`config.mk`:
```
export PLATFORM = sky130hd
export DESIGN_NAME = ailc_ctrl
export DESIGN_NICKNAME = d
export VERILOG_FILES = /design/src/rtl/ailc_pkg.sv /design/src/rtl/ailc_ctrl.sv
export SDC_FILE = /design/constraint.sdc
export NUM_CORES = 1
export LEC_CHECK = 0
export BUFFER_PORTS_ARGS = -buffer_cell sky130_fd_sc_hd__buf_4
export CORE_MARGIN = 10
export CORE_UTILIZATION = 50
export CTS_CLUSTER_DIAMETER = 60
export DETAILED_ROUTE_END_ITERATION = 10
export GPL_ROUTABILITY_DRIVEN = 0
export PLACE_DENSITY = 0.68
export SLEW_MARGIN = 20
export SYNTH_ARGS = -nofsm -noshare
export SYNTH_HDL_FRONTEND = slang
export SYNTH_SLANG_ARGS = --single-unit
```
`constraint.sdc`:
```
create_clock -name clk_in -period 9.4 [get_ports clk_in]
set_clock_uncertainty 0.15 [all_clocks]
set_input_delay 0.47 -clock clk_in [delete_from_list [all_inputs] [get_ports clk_in]]
set_output_delay 0.47 -clock clk_in [all_outputs]
set_load 0.01 [all_outputs]
```
`src/rtl/ailc_pkg.sv`:
```
// Constants, register map and state record for the input current limit controller.
// Assumes a 250 MHz clock and a byte-wide register port with printed offsets as addresses.
package ailc_pkg;

    // ****************************************************************
    // Register map
    // ****************************************************************
    localparam logic [7:0] ADDR_LIMIT_CODE = 8'h2a;
    localparam logic [7:0] ADDR_OVERRIDE   = 8'h2b;
    localparam logic [7:0] ADDR_RUN        = 8'h2c;
    localparam logic [7:0] ADDR_THRESHOLD  = 8'h2d;
    localparam logic [7:0] ADDR_TIMING     = 8'h2e;
    localparam logic [7:0] MASK_OVERRIDE   = 8'h0f;
    localparam logic [7:0] MASK_RUN        = 8'h81;
    localparam logic [7:0] MASK_TIMING     = 8'h1f;
    localparam logic [7:0] RESET_REG       = 8'h00;

    // Field positions.
    localparam int GATE_BIT  = 3;
    localparam int STD_LSB   = 1;
    localparam int CHG_BIT   = 0;
    localparam int EN_BIT    = 7;
    localparam int ABORT_BIT = 0;
    localparam int THR_LSB   = 5;
    localparam int CEIL_LSB  = 0;
    localparam int DEB_BIT   = 4;
    localparam int BLK_LSB   = 2;
    localparam int STEP_LSB  = 0;

    // Port type codes and forced limit codes.
    localparam logic [1:0] PORT_STD   = 2'h1;
    localparam logic [1:0] PORT_CHG   = 2'h2;
    localparam logic [2:0] PROP_NONE  = 3'h0;
    localparam logic [6:0] CODE_500MA = 7'h0f;
    localparam logic [6:0] CODE_1A    = 7'h1e;
    localparam logic [6:0] CODE_1A5   = 7'h2d;
    localparam logic [6:0] CODE_100MA = 7'h03;

    // ****************************************************************
    // Timing
    // ****************************************************************
    localparam int CLK_PERIOD_NS = 4;
    localparam int DEB_LONG_US   = 500;
    localparam int DEB_SHORT_US  = 200;
    localparam int BLK0_MS       = 500;
    localparam int BLK1_MS       = 1000;
    localparam int BLK2_MS       = 1500;
    localparam int BLK3_MS       = 5000;
    localparam int STEP0_MS      = 100;
    localparam int STEP1_MS      = 200;
    localparam int STEP2_MS      = 300;
    localparam int STEP3_MS      = 500;
    localparam int DEB_LONG_CYC  = DEB_LONG_US * 1000 / CLK_PERIOD_NS;
    localparam int DEB_SHORT_CYC = DEB_SHORT_US * 1000 / CLK_PERIOD_NS;
    localparam int BLK0_CYC      = BLK0_MS * 1000 / CLK_PERIOD_NS * 1000;
    localparam int BLK1_CYC      = BLK1_MS * 1000 / CLK_PERIOD_NS * 1000;
    localparam int BLK2_CYC      = BLK2_MS * 1000 / CLK_PERIOD_NS * 1000;
    localparam int BLK3_CYC      = BLK3_MS * 1000 / CLK_PERIOD_NS * 1000;
    localparam int STEP0_CYC     = STEP0_MS * 1000 / CLK_PERIOD_NS * 1000;
    localparam int STEP1_CYC     = STEP1_MS * 1000 / CLK_PERIOD_NS * 1000;
    localparam int STEP2_CYC     = STEP2_MS * 1000 / CLK_PERIOD_NS * 1000;
    localparam int STEP3_CYC     = STEP3_MS * 1000 / CLK_PERIOD_NS * 1000;

    // ****************************************************************
    // Types
    // ****************************************************************
    typedef enum logic [1:0] {
        ST_IDLE,
        ST_BLANK,
        ST_STEP
    } ailc_phase_t;

    typedef struct packed {
        logic [7:0]  ovr;
        logic [7:0]  run;
        logic [7:0]  thr;
        logic [7:0]  tim;
        logic [6:0]  applied;
        logic [6:0]  step_code;
        logic        auto_valid;
        ailc_phase_t phase;
        logic [31:0] timer;
        logic [31:0] deb_cnt;
        logic        deb_uv;
        logic [7:0]  rdata;
    } ailc_state_t;

endpackage : ailc_pkg

```
`src/rtl/ailc_ctrl.sv`:
```
// Input current limit gate and automatic input limiting stepper.
// Assumes all inputs are synchronous to clk_in and the analog side compares VBUS against vbus_stop_threshold_out.
//
// The strobed register port was decided locally.
`timescale 1ns/10ps
module ailc_ctrl #(
    parameter int unsigned DEB_LONG_CYC  = ailc_pkg::DEB_LONG_CYC,
    parameter int unsigned DEB_SHORT_CYC = ailc_pkg::DEB_SHORT_CYC,
    parameter int unsigned BLK0_CYC      = ailc_pkg::BLK0_CYC,
    parameter int unsigned BLK1_CYC      = ailc_pkg::BLK1_CYC,
    parameter int unsigned BLK2_CYC      = ailc_pkg::BLK2_CYC,
    parameter int unsigned BLK3_CYC      = ailc_pkg::BLK3_CYC,
    parameter int unsigned STEP0_CYC     = ailc_pkg::STEP0_CYC,
    parameter int unsigned STEP1_CYC     = ailc_pkg::STEP1_CYC,
    parameter int unsigned STEP2_CYC     = ailc_pkg::STEP2_CYC,
    parameter int unsigned STEP3_CYC     = ailc_pkg::STEP3_CYC
) (
    input  wire logic       clk_in,
    input  wire logic       rst_n_in,
    input  wire logic [7:0] reg_addr_in,
    input  wire logic [7:0] reg_wdata_in,
    input  wire logic       reg_wr_in,
    input  wire logic       reg_rd_in,
    output logic      [7:0] reg_rdata_out,
    input  wire logic       detect_running_in,
    input  wire logic [1:0] port_type_in,
    input  wire logic [2:0] proprietary_type_in,
    input  wire logic [6:0] requested_limit_code_in,
    input  wire logic       app_write_protect_in,
    input  wire logic       vbus_below_in,
    output logic      [2:0] vbus_stop_threshold_out,
    output logic      [6:0] input_current_limit_code_out,
    output logic            auto_limit_running_out
);

    // ****************************************************************
    // Helpers
    // ****************************************************************
    function automatic logic [31:0] blank_cycles(input logic [1:0] sel);
        unique case (sel)
            2'h0: blank_cycles = 32'(BLK0_CYC);
            2'h1: blank_cycles = 32'(BLK1_CYC);
            2'h2: blank_cycles = 32'(BLK2_CYC);
            2'h3: blank_cycles = 32'(BLK3_CYC);
        endcase
    endfunction : blank_cycles

    function automatic logic [31:0] step_cycles(input logic [1:0] sel);
        unique case (sel)
            2'h0: step_cycles = 32'(STEP0_CYC);
            2'h1: step_cycles = 32'(STEP1_CYC);
            2'h2: step_cycles = 32'(STEP2_CYC);
            2'h3: step_cycles = 32'(STEP3_CYC);
        endcase
    endfunction : step_cycles

    // Ceiling code n is (n+1)*100mA; three limit codes make 100mA above code 3.
    function automatic logic [6:0] ceiling_code(input logic [4:0] c);
        ceiling_code = 7'(ailc_pkg::CODE_100MA + 7'(c) * 7'h03);
    endfunction : ceiling_code

    // ****************************************************************
    // State
    // ****************************************************************
    ailc_pkg::ailc_state_t st_q;
    ailc_pkg::ailc_state_t st_d;

    logic       gate;
    logic [1:0] std_cap;
    logic       chg_cap;
    logic       enable;
    logic       abort;
    logic [4:0] ceiling;
    logic [6:0] target;
    logic [6:0] ceil_code;
    logic       protect_hit;
    logic [31:0] deb_limit;

    assign gate      = st_q.ovr[ailc_pkg::GATE_BIT];
    assign std_cap   = st_q.ovr[ailc_pkg::STD_LSB +: 2];
    assign chg_cap   = st_q.ovr[ailc_pkg::CHG_BIT];
    assign enable    = st_q.run[ailc_pkg::EN_BIT];
    assign abort     = st_q.run[ailc_pkg::ABORT_BIT];
    assign ceiling   = st_q.thr[ailc_pkg::CEIL_LSB +: 5];
    assign ceil_code = ceiling_code(ceiling);
    assign deb_limit = st_q.tim[ailc_pkg::DEB_BIT] ? 32'(DEB_SHORT_CYC) : 32'(DEB_LONG_CYC);
    assign protect_hit = app_write_protect_in && reg_addr_in >= ailc_pkg::ADDR_RUN
                         && reg_addr_in <= ailc_pkg::ADDR_TIMING;

    // Cable overrides only act with the gate set, because only then has detection settled.
    always_comb begin
        target = requested_limit_code_in;
        if (gate && proprietary_type_in == ailc_pkg::PROP_NONE) begin
            if (port_type_in == ailc_pkg::PORT_STD) begin
                unique case (std_cap)
                    2'h0: target = requested_limit_code_in;
                    2'h1: target = ailc_pkg::CODE_500MA;
                    2'h2: target = ailc_pkg::CODE_1A;
                    2'h3: target = ailc_pkg::CODE_1A5;
                endcase
            end else if (port_type_in == ailc_pkg::PORT_CHG && chg_cap) begin
                target = ailc_pkg::CODE_1A5;
            end
        end
    end

    // ****************************************************************
    // Next state
    // ****************************************************************
    always_comb begin
        st_d = st_q;
        // Debounce in both directions so a single glitch neither stops nor restarts stepping.
        if (vbus_below_in == st_q.deb_uv) begin
            st_d.deb_cnt = 32'h0;
        end else if (st_q.deb_cnt + 32'h1 >= deb_limit) begin
            st_d.deb_cnt = 32'h0;
            st_d.deb_uv  = vbus_below_in;
        end else begin
            st_d.deb_cnt = st_q.deb_cnt + 32'h1;
        end
        if (!gate || !detect_running_in) begin
            st_d.applied = target;
        end
        unique case (st_q.phase)
            ailc_pkg::ST_IDLE: begin
                if (enable && !abort) begin
                    st_d.phase      = ailc_pkg::ST_BLANK;
                    st_d.timer      = blank_cycles(st_q.tim[ailc_pkg::BLK_LSB +: 2]) - 32'h1;
                    st_d.step_code  = st_q.auto_valid ? st_q.step_code : st_q.applied;
                    st_d.auto_valid = 1'b1;
                end
            end
            ailc_pkg::ST_BLANK: begin
                if (st_q.timer == 32'h0) begin
                    st_d.phase = ailc_pkg::ST_STEP;
                    st_d.timer = step_cycles(st_q.tim[ailc_pkg::STEP_LSB +: 2]) - 32'h1;
                end else begin
                    st_d.timer = st_q.timer - 32'h1;
                end
            end
            ailc_pkg::ST_STEP: begin
                if (st_q.deb_uv || st_q.step_code >= ceil_code) begin
                    st_d.phase = ailc_pkg::ST_IDLE;
                    st_d.run[ailc_pkg::EN_BIT] = 1'b0;
                end else if (st_q.timer == 32'h0) begin
                    st_d.step_code = st_q.step_code + 7'h01;
                    st_d.timer     = step_cycles(st_q.tim[ailc_pkg::STEP_LSB +: 2]) - 32'h1;
                end else begin
                    st_d.timer = st_q.timer - 32'h1;
                end
            end
        endcase
        if (abort) begin
            st_d.phase      = ailc_pkg::ST_IDLE;
            st_d.auto_valid = 1'b0;
            st_d.timer      = 32'h0;
        end
        // A software write lands after the hardware clear, so a fresh enable is never lost.
        if (reg_wr_in && !protect_hit) begin
            unique case (reg_addr_in)
                ailc_pkg::ADDR_OVERRIDE:  st_d.ovr = reg_wdata_in & ailc_pkg::MASK_OVERRIDE;
                ailc_pkg::ADDR_RUN:       st_d.run = reg_wdata_in & ailc_pkg::MASK_RUN;
                ailc_pkg::ADDR_THRESHOLD: st_d.thr = reg_wdata_in;
                ailc_pkg::ADDR_TIMING:    st_d.tim = reg_wdata_in & ailc_pkg::MASK_TIMING;
                default: ;
            endcase
        end
        st_d.rdata = 8'h00;
        if (reg_rd_in) begin
            unique case (reg_addr_in)
                ailc_pkg::ADDR_LIMIT_CODE: st_d.rdata = {1'b0, input_current_limit_code_out};
                ailc_pkg::ADDR_OVERRIDE:   st_d.rdata = st_q.ovr;
                ailc_pkg::ADDR_RUN:        st_d.rdata = st_q.run;
                ailc_pkg::ADDR_THRESHOLD:  st_d.rdata = st_q.thr;
                ailc_pkg::ADDR_TIMING:     st_d.rdata = st_q.tim;
                default:                   st_d.rdata = 8'h00;
            endcase
        end
    end

    always_ff @(posedge clk_in) begin
        if (!rst_n_in) begin
            st_q            <= '0;
            st_q.ovr        <= ailc_pkg::RESET_REG;
            st_q.run        <= ailc_pkg::RESET_REG;
            st_q.thr        <= ailc_pkg::RESET_REG;
            st_q.tim        <= ailc_pkg::RESET_REG;
            st_q.applied    <= ailc_pkg::CODE_100MA;
            st_q.step_code  <= ailc_pkg::CODE_100MA;
            st_q.phase      <= ailc_pkg::ST_IDLE;
        end else begin
            st_q <= st_d;
        end
    end

    // ****************************************************************
    // Outputs
    // ****************************************************************
    assign reg_rdata_out                = st_q.rdata;
    assign vbus_stop_threshold_out      = st_q.thr[ailc_pkg::THR_LSB +: 3];
    assign input_current_limit_code_out = st_q.auto_valid ? st_q.step_code : st_q.applied;
    assign auto_limit_running_out       = st_q.phase != ailc_pkg::ST_IDLE;
endmodule : ailc_ctrl

```
==> reports/metrics.yaml <==
powerDensity_nw_per_um2: 136
rows: 42
overflow: 0
clkTransAtPathRegs_ps: 80
io_buffer_count: 53
peakVddDrop_mv: 0.0867
drc: 0
cts_buffer_depth: 2
min_from: "reg_addr_in[1]"
crit_fanout: 47
grt_pass1_wl_um: 30900
diodes: 0
utilization_pct: 57.3
rsz0062_at_grt: "false"
dpl_cell_area_sq_um: 7370
syn_to_final_growth_pct: 10.7
synth_sequential_area_ratio_pct: 31.5
startpoint_type: "flop"
timing.rr.end: "st_q[57]$_SDFFE_PP0P_"
antenna_found_initial: 0
holdWs_ps: 190
maxCapViolations: 0
cts_made_buffers: 9
synth_top_cell_area_share_pct: 31.5
end_kind: "flop"
die_w_um: 138
post-dp-hpwl_um: 13600
synth_warnings: 0
ctsResizeCount: 0
setup_ws_ps: 5320
cp.required_ps: 9460
grt_util_all_layers_pct: 19.9
cp.arrival_ps: 4130
synth_edf_count: 0
min_delay_path_depth: 2
synth-xor-area-share_pct: 3.92
synth_compound_area_share_pct: 19.2
drt_iter0_drc: 512
root_buffer: "clkbuf_16"
setup_viol: 0
core_sq_um: 13400
wl_per_cell_um: 17.3
synth_fa_ha_area_share_pct: 8.30
power.total_mw: 1.04
cts_setup_buffers: 0
cts_tree: "yes"
final_area_sq_um: 7670
hold_path_end: "reg_rdata_out[7]$_SDFF_PN0_"
drt_first_pass_iters: 6
synth-async-reset-ratio_pct: 0
die_area_sq_um: 19000
synthCells: 855
numClockSinks: 109
yosys.area_share.simple_pct: 25.4
synthesis.area_sq_um: 6930
synth_area_leader_cell: "dfxtp_1"
fp.dieH_um: 138
slew_headroom_pct: 29.7
rr_worst_depth: 13
htreeDepth: 3
r2r_start: "ceiling[2]$_SDFFE_PN0P_"
finalHoldViolations: 0
syn_avg_cell_area_sq_um: 8.11
fmax_mhz: 245
synth_area_leaders: "dfxtp_1 (31%), ha_1 (8.3%), mux2i_1 (5.2%)"
instances_no_fill: 1065
synthMuxAreaShare_pct: 5.85
nets: 965
routed_wl_um: 18500
place_ws_ps: 5400
holdBufCountCts: 0
grt_pass1_vias: 6277
postRouteAntennaNets: 0
tightest_slew_ps: 1050
start_util_pct: 51.7
ys.flop_type: "dfxtp_1"
crit_type: "reg2reg"
avgViaCountPerCell: 6.07
maxSlewViolCount: 0
synthDistinctLibCells: 73
period_share_pct: 43.4
rrSetupSlack_ps: 5320
p_leak_nw: 3.10
ys_ff_latch: 109
numPlacedInstances: 1049
vias: 6463
setup_tns_ps: 0
run_status: "finished clean"
min_path_type: "in2reg"
drive_gt1_share_pct: 11.4
min_period_ps: 4080
insertion_delay_ps: 360
io_pins: 54
synth_top_family_by_area: "simple AND/OR/NAND/NOR gates"
grt_max_degree: 48
==> area by class of cell <==
class                           instances  area (sq um)
Clock buffer                            9           225
Clock inverter                          7          75.1
Fill cell                            1245          5730
Inverter                               38           143
Multi-Input combinational cell        669          4400
Sequential cell                       109          2180
Tap cell                              176           220
Timing Repair Buffer                   57           428
==> sequential cells by signal, indices dropped and copies added (netlist names) <==
register                 cells
enable                       1
st_q                        89
abort                        1
reg_rdata_out                8
chg_cap                      1
gate                         1
ceiling                      5
vbus_stop_threshold_out      3
==> worst max-delay path by stage <==
stage | depth (start not counted) | slack, ps | to | from
after floorplan | 15 | 5990 | st_q[52]$_SDFFE_PP0P_ | ceiling[2]$_SDFFE_PN0P_
after detailed placement | 13 | 5400 | st_q[57]$_SDFFE_PP0P_ | ceiling[2]$_SDFFE_PN0P_
after global routing | 16 | 4930 | st_q[55]$_SDFFE_PP0P_ | ceiling[0]$_SDFFE_PN0P_
final | 13 | 5320 | st_q[57]$_SDFFE_PP0P_ | ceiling[2]$_SDFFE_PN0P_
after global placement | 13 | 5650 | st_q[55]$_SDFFE_PP0P_ | ceiling[2]$_SDFFE_PN0P_
after CTS | 13 | 5380 | st_q[57]$_SDFFE_PP0P_ | ceiling[2]$_SDFFE_PN0P_
==> logic make-up (layout without fill, tap and decap cells) <==
group	Yosys count	count (layout)
AOI/OAI and AO/OA	205	205
xor gates and xnor gates	31	31
adders and majority gates	46	46
buffers and inverters	91	111
DFF	109	109
muxes	40	40
other	1	15
and+or+nand+nor	332	332
==> power breakdown <==
group	switching, mW	total, mW	leakage [nW]	internal [mW]
clock	0.196	0.384	0.148	0.188
combinational	0.110	0.178	2.06	0.0677
sequential	0.00887	0.479	0.886	0.470
total	0.314	1.04	3.10	0.726
==> layout by cell type, fill, tap and decap left out, drive strengths merged, types with 4 or more instances in the layout <==
cell type / instances
nand4: 13
nand2: 76
o22ai: 6
clkbuf: 9
conb: 15
and3: 7
a21o: 4
nand3: 34
a222oi: 4
o221a: 5
a22o: 4
or4: 15
o21ai: 53
a21oi: 54
nor4: 9
or3: 12
a211oi: 13
and2: 6
o211ai: 5
nor3: 30
a22oi: 9
mux2: 4
ha: 46
and4: 7
a31oi: 8
xor2: 10
buf: 57
inv: 41
xnor2: 21
mux2i: 36
clkinv: 4
nand2b: 5
nor2b: 30
o31ai: 5
dfxtp: 109
nor2: 72
==> cell usage after synthesis, types with 6 or more instances <==
cell type and number:
ha_1 46, nand2_1 76, nand4_1 12, o22ai_1 6
o21ai_0 50, and4_1 7, or4_1 13, nand3_1 34
xor2_1 10, and2_1 6, dfxtp_1 109, a31oi_1 8
or3_1 11, clkbuf_1 35, a211oi_1 12, mux2i_1 36
nor2_1 71, nor3_1 28, nor4_1 6, inv_1 38
a21oi_1 54, xnor2_1 21, and3_1 7, a22oi_1 9
buf_4 12, nor2b_1 30
==> per-layer routing <==
metal	GRT usage (%)	wire length, um	up-vias	part of all wire [%]
li1	-	-	3133	-
met1	26.2	8530	3085	46
met2	31.6	8440	223	46
met3	5.46	1220	22	6.6
met4	5.04	272	0	1.5
met5	0	0	-	0
==> critical path, stage by stage (launching register included) <==
cell and delay [ps]:
dfxtp_1 430, ha_1 270, ha_1 290, inv_1 100, o21bai_1 80, a21oi_1 170, xor2_1 90, ha_1 210
or4_1 510, a211oi_1 230, or2_2 710, o21ai_0 360, o22ai_1 250, nor2_1 60
Power figures use the tool's default switching activity.
